--- src/inc/phyp_map.vh ---
// Constants for the gigabit MAC-side port of the transceiver
`ifndef PHYP_MAP_VH
`define PHYP_MAP_VH
`define PHYP_SEL_GMII      3'h0
`define PHYP_SEL_RGMII_A   3'h4
`define PHYP_SEL_RGMII_B   3'h6
`define PHYP_MODE_OFF      2'h0
`define PHYP_MODE_GMII     2'h1
`define PHYP_MODE_RGMII    2'h2
`define PHYP_RX_HALF       3'h2
`define PHYP_RX_HALF_W     3
`define PHYP_NIB_LO        3:0
`define PHYP_NIB_HI        7:4
`endif

--- src/hdl/phyp_mac_port.v ---
// MAC-side GMII / RGMII data port of the transceiver
`timescale 1ns/1ps
`default_nettype none
`include "phyp_map.vh"
module phyp_mac_port
(
   input  wire       clk,            // System clock
   input  wire       rst,            // Async reset, active high
   input  wire [2:0] host_port_variant_select, // Strap pins
   input  wire       speed_1000,     // Negotiated gigabit speed, internal
   input  wire       half_duplex,    // Half-duplex operation, internal
   input  wire       crs_on_tx_en,   // Carrier sense on transmit enable
   input  wire       rx_active,      // Receive medium busy, internal
   input  wire       tx_active,      // Transmit medium busy, internal
   input  wire       line_rx_valid,  // Decoded receive byte valid
   input  wire       line_rx_err,    // Receive byte is in errored frame
   input  wire [7:0] line_rx_data,   // Decoded receive byte
   input  wire       gtx_clk,        // MAC transmit clock pin
   input  wire       tx_en,          // Transmit enable / control pin
   input  wire       tx_er,          // Transmit error pin
   input  wire [7:0] txd,            // Transmit data pins
   output reg        line_rx_take,   // Receive byte consumed pulse
   output reg        line_tx_valid,  // Transmit byte strobe
   output reg        line_tx_en,     // Transmit enable of the byte
   output reg        line_tx_err,    // Transmit error of the byte
   output reg  [7:0] line_tx_data,   // Transmit byte to line side
   output reg  [1:0] port_mode,      // Latched port mode
   output reg        rx_clk,         // Receive clock pin
   output reg        rx_dv,          // Receive valid / control pin
   output reg        rx_er,          // Receive error pin
   output reg  [7:0] rxd,            // Receive data pins
   output reg        crs,            // Carrier sense pin
   output reg        col             // Collision pin
);

   reg [2:0] sel_s1_ff;
   reg [2:0] sel_s2_ff;
   reg       strap_done_ff;
   reg [1:0] mode_ff;
   reg [1:0] nxt_mode;
   reg       gclk_s1_ff;
   reg       gclk_s2_ff;
   reg       gclk_d_ff;
   reg [9:0] tx_s1_ff;
   reg [9:0] tx_s2_ff;
   reg [3:0] lo_nib_ff;
   reg       lo_ctl_ff;
   reg [`PHYP_RX_HALF_W-1:0] div_ff;
   reg       hold_dv_ff;
   reg       hold_er_ff;
   reg [7:0] hold_d_ff;
   wire      gmii_on;
   wire      rgmii_on;
   wire      g_rise;
   wire      g_fall;
   wire      half_end;

   always @*
   begin
      case (sel_s2_ff)
         `PHYP_SEL_GMII:    nxt_mode = `PHYP_MODE_GMII;
         `PHYP_SEL_RGMII_A: nxt_mode = `PHYP_MODE_RGMII;
         `PHYP_SEL_RGMII_B: nxt_mode = `PHYP_MODE_RGMII;
         default:           nxt_mode = `PHYP_MODE_OFF;
      endcase
   end

   // Strap sync left unreset, so the pin levels reach flop 2 while reset is held
   always @(posedge clk)
   begin
      sel_s1_ff <= host_port_variant_select;
      sel_s2_ff <= sel_s1_ff;
   end

   // Strap taken once, on the first edge after release of reset
   always @(posedge clk or posedge rst)
   begin
      if (rst)
      begin
         strap_done_ff <= 1'b0;
         mode_ff       <= `PHYP_MODE_OFF;
         port_mode     <= `PHYP_MODE_OFF;
      end
      else
      begin
         if (!strap_done_ff)
         begin
            strap_done_ff <= 1'b1;
            mode_ff       <= nxt_mode;
            port_mode     <= nxt_mode;
         end
      end
   end

   // Either path only runs at gigabit speed; slower rates are not handled here
   assign gmii_on  = (mode_ff == `PHYP_MODE_GMII) && speed_1000;
   assign rgmii_on = (mode_ff == `PHYP_MODE_RGMII) && speed_1000;

   // Pins and MAC clock pass two flops; data keeps the same latency as its clock
   always @(posedge clk or posedge rst)
   begin
      if (rst)
      begin
         gclk_s1_ff <= 1'b0;
         gclk_s2_ff <= 1'b0;
         gclk_d_ff  <= 1'b0;
         tx_s1_ff   <= 10'h000;
         tx_s2_ff   <= 10'h000;
      end
      else
      begin
         gclk_s1_ff <= gtx_clk;
         gclk_s2_ff <= gclk_s1_ff;
         gclk_d_ff  <= gclk_s2_ff;
         tx_s1_ff   <= {tx_er, tx_en, txd};
         tx_s2_ff   <= tx_s1_ff;
      end
   end

   assign g_rise = gclk_s2_ff && !gclk_d_ff;
   assign g_fall = !gclk_s2_ff && gclk_d_ff;

   // A clock held low by the MAC yields no edges, so no bytes
   always @(posedge clk or posedge rst)
   begin
      if (rst)
      begin
         lo_nib_ff     <= 4'h0;
         lo_ctl_ff     <= 1'b0;
         line_tx_valid <= 1'b0;
         line_tx_en    <= 1'b0;
         line_tx_err   <= 1'b0;
         line_tx_data  <= 8'h00;
      end
      else
      begin
         line_tx_valid <= 1'b0;
         if (gmii_on && g_rise)
         begin
            line_tx_valid <= 1'b1;
            line_tx_data  <= tx_s2_ff[7:0];
            line_tx_en    <= tx_s2_ff[8];
            line_tx_err   <= tx_s2_ff[9];
         end
         else if (rgmii_on && g_rise)
         begin
            lo_nib_ff <= tx_s2_ff[3:0];
            lo_ctl_ff <= tx_s2_ff[8];
         end
         else if (rgmii_on && g_fall)
         begin
            line_tx_valid <= 1'b1;
            line_tx_data  <= {tx_s2_ff[3:0], lo_nib_ff};
            line_tx_en    <= lo_ctl_ff;
            line_tx_err   <= lo_ctl_ff ^ tx_s2_ff[8];
         end
      end
   end

   // Receive clock is a divided system clock; runs only while a path is active
   assign half_end = (div_ff == `PHYP_RX_HALF - 3'h1);

   always @(posedge clk or posedge rst)
   begin
      if (rst)
      begin
         div_ff       <= {`PHYP_RX_HALF_W{1'b0}};
         rx_clk       <= 1'b0;
         hold_dv_ff   <= 1'b0;
         hold_er_ff   <= 1'b0;
         hold_d_ff    <= 8'h00;
         line_rx_take <= 1'b0;
         rx_dv        <= 1'b0;
         rx_er        <= 1'b0;
         rxd          <= 8'h00;
      end
      else if (!(gmii_on || rgmii_on))
      begin
         div_ff       <= {`PHYP_RX_HALF_W{1'b0}};
         rx_clk       <= 1'b0;
         hold_dv_ff   <= 1'b0;
         hold_er_ff   <= 1'b0;
         line_rx_take <= 1'b0;
         rx_dv        <= 1'b0;
         rx_er        <= 1'b0;
         rxd          <= 8'h00;
      end
      else
      begin
         line_rx_take <= 1'b0;
         if (half_end)
            div_ff <= {`PHYP_RX_HALF_W{1'b0}};
         else
            div_ff <= div_ff + 3'h1;
         if (half_end && !rx_clk)
         begin
            // Rising edge: one byte per receive clock period
            rx_clk       <= 1'b1;
            hold_dv_ff   <= line_rx_valid;
            hold_er_ff   <= line_rx_err;
            hold_d_ff    <= line_rx_data;
            line_rx_take <= 1'b1;
            if (rgmii_on)
            begin
               rxd   <= {4'h0, line_rx_data[`PHYP_NIB_LO]};
               rx_dv <= line_rx_valid;
               rx_er <= 1'b0;
            end
         end
         else if (half_end && rx_clk)
         begin
            rx_clk <= 1'b0;
            if (gmii_on)
            begin
               // Launched on the fall so the MAC sees stable data at the rise
               rxd   <= hold_d_ff;
               rx_dv <= hold_dv_ff;
               rx_er <= hold_dv_ff && hold_er_ff;
            end
            else
            begin
               rxd   <= {4'h0, hold_d_ff[`PHYP_NIB_HI]};
               rx_dv <= hold_dv_ff ^ hold_er_ff;
               rx_er <= 1'b0;
            end
         end
      end
   end

   always @(posedge clk or posedge rst)
   begin
      if (rst)
      begin
         crs <= 1'b0;
      end
      else
      begin
         // Transmit activity only counts when the option is enabled
         crs <= rx_active ||
                (half_duplex && crs_on_tx_en && tx_active);
      end
   end

   // Full duplex never reports a collision
   always @(posedge clk or posedge rst)
   begin
      if (rst)
      begin
         col <= 1'b0;
      end
      else
      begin
         col <= half_duplex && rx_active && tx_active;
      end
   end

endmodule
`default_nettype wire

--- config.mk ---
export PLATFORM = sky130hd
export DESIGN_NAME = phyp_mac_port
export DESIGN_NICKNAME = d
export VERILOG_FILES = /design/src/hdl/phyp_mac_port.v
export VERILOG_INCLUDE_DIRS = /design/src /design/src/inc
export SDC_FILE = /design/constraint.sdc
export NUM_CORES = 1
export LEC_CHECK = 0
export ABC_AREA = 1
export BUFFER_PORTS_ARGS = -buffer_cell sky130_fd_sc_hd__buf_2
export CAP_MARGIN = 20
export CORE_ASPECT_RATIO = 0.7
export CORE_UTILIZATION = 58
export CTS_CLUSTER_DIAMETER = 50
export DETAILED_ROUTE_END_ITERATION = 7
export PLACE_DENSITY = 0.84
export REMOVE_ABC_BUFFERS = 1
export SYNTH_ARGS = -nofsm -noshare
export SYNTH_HDL_FRONTEND = slang
export SYNTH_SLANG_ARGS = --single-unit
--- constraint.sdc ---
create_clock -name clk -period 3.4 [get_ports clk]
set_input_delay 0.51 -clock clk [delete_from_list [all_inputs] [get_ports clk]]
set_output_delay 0.51 -clock clk [all_outputs]
set_load 0.1 [all_outputs]
==> results.sh, run 1 <==
export IMPL_hold_depth=1
export IMPL_cts_inserted_buffers=9
export IMPL_synth_mux_area_share_pct=0
export IMPL_area_growth_pct=18.2
export IMPL_required_ps=2890
export IMPL_violations="DRC"
export IMPL_dr_pass1_iters=6
export IMPL_fmax_mhz=539
export IMPL_antenna_cells=0
export IMPL_criticalPathCategory="flop to primary output"
export IMPL_holdWs_ps=259
export IMPL_hold_class="primary input to flop"
export IMPL_syn_area_mm2=0.00287
export IMPL_routed_wl_mm=5.13
export IMPL_max_cap_viol_count=0
export IMPL_async_flop_share_pct=92.0
export IMPL_final_core_util_pct=71.3
export IMPL_crit_fanout=8
export IMPL_ys_seq_area_share_pct=64.4
export IMPL_postCtsSetupRepairBufs=0
export IMPL_p_per_area_mw_per_mm2=692
export IMPL_maxSlewHeadroom_pct=41.5
export IMPL_cp_slowest_cell="dfrtp_1"
export IMPL_drt_iter0_drc=153
export IMPL_layout_common_cells="nand2_1 (102), dfrtp_1 (69), buf_2 (57)"
export IMPL_r2r_end="line_tx_data[1]$_DFFE_PP0P_"
export IMPL_period_share_pct=54.6
export IMPL_hold_end="sel_s1_ff[2]$_DFF_P_"
export IMPL_core_mm2=0.00476
export IMPL_end_kind="primary output"
export IMPL_finalHoldViolations=0
export IMPL_initial_core_util_pct=60.3
export IMPL_cts_max_level=3
export IMPL_num_rows=21
export IMPL_grt_usage_pct=22.5
export IMPL_synth_seq_cells=75
export IMPL_rsz0062_at_grt="no"
export IMPL_cts_root_buffer="clkbuf_8"
export IMPL_grt_max_degree=45
export IMPL_cp_data_arrival_time_ps=1350
export IMPL_r2r_start="mode_ff[0]$_DFFE_PP0N_"
export IMPL_setup_tns_final_ps=0
export IMPL_nFillCells=353
export IMPL_grt_pass1_vias=1853
export IMPL_io_pins=58
export IMPL_route_detailed_drc=2
export IMPL_skew_ps=5.12
export IMPL_viasPerCell=4.99
export IMPL_synthAdderAreaFrac_pct=0.436
export IMPL_reg2regPathDepth=7
export IMPL_tritoncts="yes"
export IMPL_tightest_slew_ps=876
export IMPL_final_min_clock_period_ps=1860
export IMPL_synth_edf_count=0
export IMPL_r2r_slack_ps=1580
export IMPL_cts_resized=0
export IMPL_crit_chain="buf_2"
export IMPL_antenna_found_initial=0
export IMPL_clk_pin_slew_worst_paths_ps=80
export IMPL_grt_overflow=0
export IMPL_cp_top_family="flip-flops"
export IMPL_cts_hold_buf=0
export IMPL_ir_drop_v=0.000377
export IMPL_netlist_instances=291
export IMPL_io_buffers=57
export IMPL_worstSetupStartpointType="flop"
export IMPL_syn_area_per_cell_um2=9.86
export IMPL_grt_pass1_wl_mm=8.53
export IMPL_cp_num_buf_inv=1
export IMPL_place_congestion=0.897
export IMPL_synth_top_family_by_area="simple AND/OR/NAND/NOR gates"
export IMPL_ys_types=27
export IMPL_nets=385
export IMPL_synth_main_ff_cell="dfrtp_1"
export IMPL_die_x_um=86.1
export IMPL_clock_sinks=75
export IMPL_synth_compound_area_share_pct=3.36
export IMPL_final_common_cell="nand2_1"
export IMPL_finalMaxSlewViolations=0
export IMPL_vias=2132
export IMPL_die_area_mm2=0.00524
export IMPL_max_stage_delay_ps=510
export IMPL_clock_latency_ps=350
export IMPL_yosysWarnings=0
export IMPL_synth_simple_area_share_pct=25.4
export IMPL_synth_xor_area_share_pct=0.305
export IMPL_status="finished with violations"
export IMPL_finalSetupViolCount=0
export IMPL_wl_per_cell_um=12.0
export IMPL_hpwl_mm=3.71
export IMPL_hp_start="host_port_variant_select[2]"
export IMPL_power_leakage_nw=1.88
export IMPL_clockBufferDepth=2
export IMPL_drive_above_1_share_pct=26.3
export IMPL_postRouteAntennaNets=0
export IMPL_dieHeight_um=60.8
[how the worst max path moves through the flow]
stage | startpoint | to | slack, ps | depth (start not counted)
CTS | mode_ff[0]$_DFFE_PP0N_ | port_mode[0] | 1530 | 1
detailed placement | speed_1000 | line_tx_data[1]$_DFFE_PP0P_ | 1480 | 7
floorplan | rst | col$_DFF_PP0_ | 1150 | 1
global placement | speed_1000 | line_tx_data[7]$_DFFE_PP0P_ | 1580 | 7
global route | mode_ff[0]$_DFFE_PP0N_ | line_tx_data[4]$_DFFE_PP0P_ | 1360 | 7
finish | mode_ff[0]$_DFFE_PP0N_ | port_mode[0] | 1540 | 1
[flip-flops by register name, indices dropped and copies added (netlist names), 4 cells and up]
register / cells
lo_nib_ff: 4
tx_s2_ff: 10
hold_d_ff: 8
rxd: 8
tx_s1_ff: 10
line_tx_data: 8
[kinds of logic (layout without fill, tap and decap cells)]
logic type / count (synthesis) / in the layout
other: 1 / 1
flip-flops: 75 / 75
AND/OR/NAND/NOR: 161 / 161
buffers and inverters: 36 / 103
XOR/XNOR: 1 / 1
adder cells (fa/ha/maj): 1 / 1
AO/OA/AOI/OAI: 16 / 16
[worst register-to-register path: cells and delay by family (launching register included)]
family	cells	cell delay (ps)
flip-flops	1	480
AND/OR/NAND/NOR	5	1060
buffers and inverters	2	220
[layout make-up]
class	count	area [µm²]	area share, %
tap	69	86.3	2.55
timing repair buffer	59	300	8.86
clock buffer	10	138	4.06
sequential	75	1850	54.5
inverter	28	105	3.10
multi-input combinational	180	851	25.1
clock inverter	6	63.8	1.88
[synth_stat cells (2+ instances only)]
cell type  instances  share of area (%)
nand4_1            5                1.1
nand2_1          102                 13
inv_1             24                3.1
o21ai_1            2               0.35
nand3_1           35                6.1
o21ai_0           11                1.9
buf_4              3               0.78
inv_2              4               0.52
dfxtp_1            6                4.2
or2_2              5                1.1
dfrtp_1           69                 60
buf_2              2               0.35
nor2_1             6               0.78
buf_6              3                1.2
nand2_4            2               0.78
[where the power goes]
group          switching [W]  total, W  internal (W)  leakage [nW]
sequential         0.0000748   0.00108       0.00100         0.927
clock               0.000319  0.000677      0.000358        0.0987
combinational       0.000481  0.000590      0.000110         0.850
[through the flow]
step	instances	power, W	worst slack [ps]	instance area (µm²)
after global placement	411	0.00167	1580	3190
final	427	0.00235	1540	3390
after CTS	427	0.00237	1530	3390
after global routing	427	0.00247	1360	3390
after detailed placement	411	0.00169	1480	3190
after floorplan	283	0.00156	1150	2800
[per-layer routing]
metal	GRT usage, %	part of all wire [%]	vias up
li1	-	-	1046
met1	31.3	47	983
met2	31.1	43	90
met3	8.44	8.1	13
met4	11.7	2.1	0
met5	0	0	-
Power figures use the tool's default switching activity.
==> inputs of run 2 (changes only) <==
--- a/config.mk
+++ b/config.mk
@@ -10,10 +10,10 @@
 export BUFFER_PORTS_ARGS = -buffer_cell sky130_fd_sc_hd__buf_2
 export CAP_MARGIN = 20
 export CORE_ASPECT_RATIO = 0.7
-export CORE_UTILIZATION = 58
+export CORE_UTILIZATION = 54
 export CTS_CLUSTER_DIAMETER = 50
 export DETAILED_ROUTE_END_ITERATION = 7
-export PLACE_DENSITY = 0.84
+export PLACE_DENSITY = 0.79
 export REMOVE_ABC_BUFFERS = 1
 export SYNTH_ARGS = -nofsm -noshare
 export SYNTH_HDL_FRONTEND = slang
==> constraint.sdc (replaced) <==
create_clock -name clk -period 1.8 [get_ports clk]
set_input_delay 0.27 -clock clk [delete_from_list [all_inputs] [get_ports clk]]
set_output_delay 0.27 -clock clk [all_outputs]
set_load 0.1 [all_outputs]
==> results.sh, run 2 (same netlist as run 1, synthesis figures left out) <==
export IMPL_wl_met3_um=419
export IMPL_drt_iter0_drc=213
export IMPL_max_stage_delay_ps=410
export IMPL_clock_latency_ps=340
export IMPL_status="finished, final reports clean"
export IMPL_cp_data_arrival_time_ps=1850
export IMPL_num_rows=21
export IMPL_place_congestion=0.897
export IMPL_max_cap_viol_count=0
export IMPL_reg_largest_list="tx_s1_ff x10, tx_s2_ff x10"
export IMPL_antenna_cells=0
export IMPL_wl_per_cell_um=12.4
export IMPL_crit_fanout=17
export IMPL_ir_drop_v=0.000578
export IMPL_nets=387
export IMPL_clock_sinks=75
export IMPL_grt_pass1_vias=2044
export IMPL_grt_pass1_wl_mm=9.26
export IMPL_worst_slack_ps=170
export IMPL_crit_chain="inv_2 -> nand3_4 -> inv_2 -> nand2_2 -> buf_4 -> o21ai_1 -> nand2_1 -> nand2_1 -> nand2_1"
export IMPL_finalHoldViolations=0
export IMPL_r2r_slack_ps=170
export IMPL_cts_inserted_buffers=9
export IMPL_hold_class="primary input to flop"
export IMPL_finalSetupViolCount=0
export IMPL_multi_input_area_um2=862
export IMPL_crit_path_start="mode_ff[1]$_DFFE_PP0N_"
export IMPL_final_min_clock_period_ps=1630
export IMPL_antenna_found_initial=0
export IMPL_met1_length_mm=2.40
export IMPL_vias=2080
export IMPL_nFillCells=406
export IMPL_grt_usage_pct=22.6
export IMPL_clk_pin_slew_worst_paths_ps=80
export IMPL_die_x_um=89.1
export IMPL_end_kind="flop"
export IMPL_area_growth_pct=21.4
export IMPL_grt_max_degree=70
export IMPL_reg2regPathDepth=9
export IMPL_die_area_mm2=0.00561
export IMPL_highest_layer="met4"
export IMPL_worstSetupStartpointType="flop"
export IMPL_required_ps=2020
export IMPL_r2r_start="mode_ff[1]$_DFFE_PP0N_"
export IMPL_cp_num_buf_inv=3
export IMPL_r2r_end="line_tx_err$_DFFE_PP0P_"
export IMPL_initial_core_util_pct=58.1
export IMPL_hpwl_mm=3.73
export IMPL_seq_area_mm2=0.00185
export IMPL_p_per_area_mw_per_mm2=1350
export IMPL_dpl_worst_slack_ps=153
export IMPL_final_common_cell="nand2_1"
export IMPL_routed_wl_mm=5.31
export IMPL_cts_root_buffer="clkbuf_8"
export IMPL_clockBufferDepth=2
export IMPL_grt_overflow=0
export IMPL_holdWs_ps=36.8
export IMPL_cpMostUsedCell="nand2_1"
export IMPL_dr_wl_met2_mm=2.42
export IMPL_layout_common_cells="nand2_1 (101), dfrtp_1 (69), buf_2 (57)"
export IMPL_viasPerCell=4.85
export IMPL_drive_above_1_share_pct=26.4
export IMPL_power_leakage_nw=1.91
export IMPL_critPathCapture="line_tx_err$_DFFE_PP0P_"
export IMPL_core_mm2=0.00494
export IMPL_cp_top_family="simple AND/OR/NAND/NOR gates"
export IMPL_route_detailed_drc=0
export IMPL_hp_start="host_port_variant_select[2]"
export IMPL_io_pins=58
export IMPL_dr_pass1_iters=4
export IMPL_tritoncts="yes"
export IMPL_cp_num_cells=9
export IMPL_io_buffers=57
export IMPL_criticalPathCategory="flop to flop"
export IMPL_fmax_mhz=613
export IMPL_rsz0062_at_grt="no"
export IMPL_cts_max_level=3
export IMPL_skew_ps=12.1
export IMPL_cp_slowest_cell="dfrtp_1"
export IMPL_period_share_pct=90.6
export IMPL_postRouteAntennaNets=0
export IMPL_finalMaxSlewViolations=0
export IMPL_dieHeight_um=63.0
run 2: worst min path at each step:
stage          slack [ps]  cells after the start                     to
6_report               40                      1   sel_s1_ff[2]$_DFF_P_
3_3_place_gp          310                      0   sel_s2_ff[1]$_DFF_P_
4_1_cts                20                      1   sel_s1_ff[2]$_DFF_P_
2_1_floorplan         300                      0   sel_s1_ff[0]$_DFF_P_
5_1_grt                 7                      1  tx_s1_ff[0]$_DFF_PP0_
3_5_place_dp          310                      0   sel_s2_ff[1]$_DFF_P_
run 2: power by group:
group / internal (W) / switching, W
Clock: 0.000997 / 0.000567
Combinational: 0.000213 / 0.000907
Sequential: 0.00190 / 0.000131
Total: 0.00311 / 0.00160
run 2: cell type report:
class | count | area share [%]
Sequential cell | 75 | 53.0
Multi-Input combinational cell | 180 | 24.7
Timing Repair Buffer | 61 | 9.48
Clock buffer | 12 | 4.45
Inverter | 28 | 3.02
Clock inverter | 4 | 2.80
Tap cell | 69 | 2.48
run 2: worst reg2reg max path, stage by stage, from the launching register on:
cell and delay (ps):
dfrtp_1 410, inv_2 140, nand3_4 190, inv_2 100
nand2_2 170, buf_4 240, o21ai_1 80, nand2_1 70
nand2_1 60, nand2_1 50
run 2: what timing repair did:
action | 4_1_cts | 5_1_grt
endpoints found under the setup margin | 0 | 7
hold endpoints to repair | 13 | 0
hold buffers | 1 | 0
buffers inserted | 0 | 0
resized for setup | 0 | 2
run 2: per-layer routing:
metal,track usage [%],vias up
met5,0,-
met4,6.55,0
met3,8.06,9
met2,34.3,69
met1,30.8,960
li1,-,1042
run 2: through the flow:
step	utilization (%)	cells	instance area, µm²	power (W)	setup TNS, ps
2_1_floorplan	-	283	2800	0.00294	-22550
3_3_place_gp	65.0	412	3210	0.00315	0
3_5_place_dp	65.0	412	3210	0.00318	0
4_1_cts	70.3	429	3470	0.00475	0
5_1_grt	70.5	429	3480	0.00494	0
6_report	70.5	429	3480	0.00471	0
==> inputs of run 3 (changes only) <==
--- a/config.mk
+++ b/config.mk
@@ -13,6 +13,7 @@
 export CORE_UTILIZATION = 54
 export CTS_CLUSTER_DIAMETER = 50
 export DETAILED_ROUTE_END_ITERATION = 7
+export MAX_ROUTING_LAYER = met4
 export PLACE_DENSITY = 0.79
 export REMOVE_ABC_BUFFERS = 1
 export SYNTH_ARGS = -nofsm -noshare
==> results.sh, run 3 (same netlist as run 1, synthesis figures left out) <==
export IMPL_viasPerCell=4.85
export IMPL_worstSetupStartpointType="flop"
export IMPL_tritoncts="yes"
export IMPL_r2r_start="mode_ff[1]$_DFFE_PP0N_"
export IMPL_grt_max_degree=70
export IMPL_layout_cells_non_filler=429
export IMPL_antenna_found_initial=0
export IMPL_routed_wl_mm=5.32
export IMPL_die_x_um=89.1
export IMPL_required_ps=2020
export IMPL_crit_fanout=17
export IMPL_hold_end="tx_s1_ff[1]$_DFF_PP0_"
export IMPL_end_kind="flop"
export IMPL_nFillCells=406
export IMPL_finalHoldViolations=0
export IMPL_p_per_area_mw_per_mm2=1350
export IMPL_seq_area_mm2=0.00185
export IMPL_fmax_mhz=610
export IMPL_power_leakage_nw=1.91
export IMPL_hp_start="txd[1]"
export IMPL_holdWs_ps=38.1
export IMPL_num_rows=21
export IMPL_wl_per_cell_um=12.4
export IMPL_r2r_end="line_tx_err$_DFFE_PP0P_"
export IMPL_cts_inserted_buffers=9
export IMPL_cts_max_level=3
export IMPL_io_pins=58
export IMPL_clock_sinks=75
export IMPL_dp_cells=412
export IMPL_reg2regPathDepth=9
export IMPL_grt_pass1_wl_mm=9.29
export IMPL_total_power_w=0.00471
export IMPL_multi_input_area_um2=862
export IMPL_criticalPathCategory="flop to flop"
export IMPL_drive_above_1_share_pct=26.4
export IMPL_max_cap_viol_count=0
export IMPL_ir_drop_v=0.000579
export IMPL_postRouteAntennaNets=0
export IMPL_grt_pass1_vias=2040
export IMPL_status="finished, final reports clean"
export IMPL_io_buffers=57
export IMPL_die_area_mm2=0.00561
export IMPL_cts_root_buffer="clkbuf_8"
export IMPL_clk_pin_slew_worst_paths_ps=80
export IMPL_vias=2079
export IMPL_place_congestion=0.912
export IMPL_initial_core_util_pct=58.1
export IMPL_dieHeight_um=63.0
export IMPL_final_common_cell="nand2_1"
export IMPL_finalSetupViolCount=0
export IMPL_area_growth_pct=21.4
export IMPL_dr_pass1_iters=4
export IMPL_clock_latency_ps=340
export IMPL_clockBufferDepth=2
export IMPL_finalMaxSlewViolations=0
export IMPL_grt_usage_pct=23.3
export IMPL_route_detailed_drc=0
export IMPL_hold_depth=1
export IMPL_antenna_cells=0
export IMPL_layout_common_cells="nand2_1 (101), dfrtp_1 (69), buf_2 (57)"
export IMPL_reg_largest_list="tx_s1_ff x10, tx_s2_ff x10"
export IMPL_drt_iter0_drc=230
export IMPL_core_mm2=0.00494
export IMPL_r2r_slack_ps=160
export IMPL_grt_overflow=0
export IMPL_final_min_clock_period_ps=1640
export IMPL_rsz0062_at_grt="no"
export IMPL_nets=387
export IMPL_hpwl_mm=3.73
export IMPL_hold_class="primary input to flop"
export IMPL_cp_data_arrival_time_ps=1860
export IMPL_period_share_pct=91.1
export IMPL_skew_ps=12.9
run 3: cell counts in the layout (fill, tap and decap cells not counted):
Identical to the previous run, type by type.
run 3: layout make-up:
type	instances	share of cell area, %
flip-flops and latches	75	53.0
multi-input cells	180	24.7
repair buffers	61	9.48
clock buffers	12	4.45
inverters	28	3.02
clock inverters	4	2.80
well taps	69	2.48
run 3: critical path, cell delays in order (launching register included):
cell     delay [ps]
dfrtp_1         410
inv_2           140
nand3_4         190
inv_2           100
nand2_2         170
buf_4           240
o21ai_1          80
nand2_1          70
nand2_1          60
nand2_1          50
run 3: worst max path at each step:
stage | startpoint | endpoint | cells past startpoint
6_report | mode_ff[1]$_DFFE_PP0N_ | line_tx_err$_DFFE_PP0P_ | 9
5_1_grt | mode_ff[1]$_DFFE_PP0N_ | line_tx_err$_DFFE_PP0P_ | 9
4_1_cts | mode_ff[1]$_DFFE_PP0N_ | rxd[0]$_DFFE_PP0P_ | 8
3_5_place_dp | mode_ff[1]$_DFFE_PP0N_ | rxd[0]$_DFFE_PP0P_ | 8
3_3_place_gp | mode_ff[1]$_DFFE_PP0N_ | rxd[2]$_DFFE_PP0P_ | 8
2_1_floorplan | mode_ff[0]$_DFFE_PP0N_ | line_tx_data[4]$_DFFE_PP0P_ | 7
run 3: metrics by stage:
step	worst slack (ps)	utilization (%)	instance area, µm²	setup TNS (ps)
after CTS	134	70.3	3470	0
final	161	70.5	3480	0
after floorplan	-347	-	2800	-22550
after global routing	24.3	70.5	3480	0
after global placement	243	65.0	3210	0
after detailed placement	153	65.0	3210	0
run 3: metal layers:
metal  wire, µm  vias to the layer above  global-route usage, %  share of wire, %
li1           -                     1042                      -                 -
met1       2510                      966                   31.2                47
met2       2380                       62                   34.0                45
met3        367                        9                   8.06               6.9
met4         68                        0                   6.55               1.3
met5          0                        -                      -                 0
run 3: power by group:
| part | leakage [nW] | internal, W | switching (W) | total, W |
|---|---|---|---|---|
| combinational | 0.863 | 0.000213 | 0.000909 | 0.00112 |
| sequential | 0.927 | 0.00190 | 0.000131 | 0.00203 |
| clock | 0.123 | 0.000997 | 0.000567 | 0.00156 |
| total | 1.91 | 0.00311 | 0.00161 | 0.00471 |
run 3: timing repair:
| action | in CTS | in global routing |
|---|---|---|
| hold buffers | 1 | 0 |
| setup buffers | 0 | 0 |
| setup endpoints to repair | 0 | 8 |
| hold endpoints to repair | 13 | 0 |
| resized for setup | 0 | 2 |
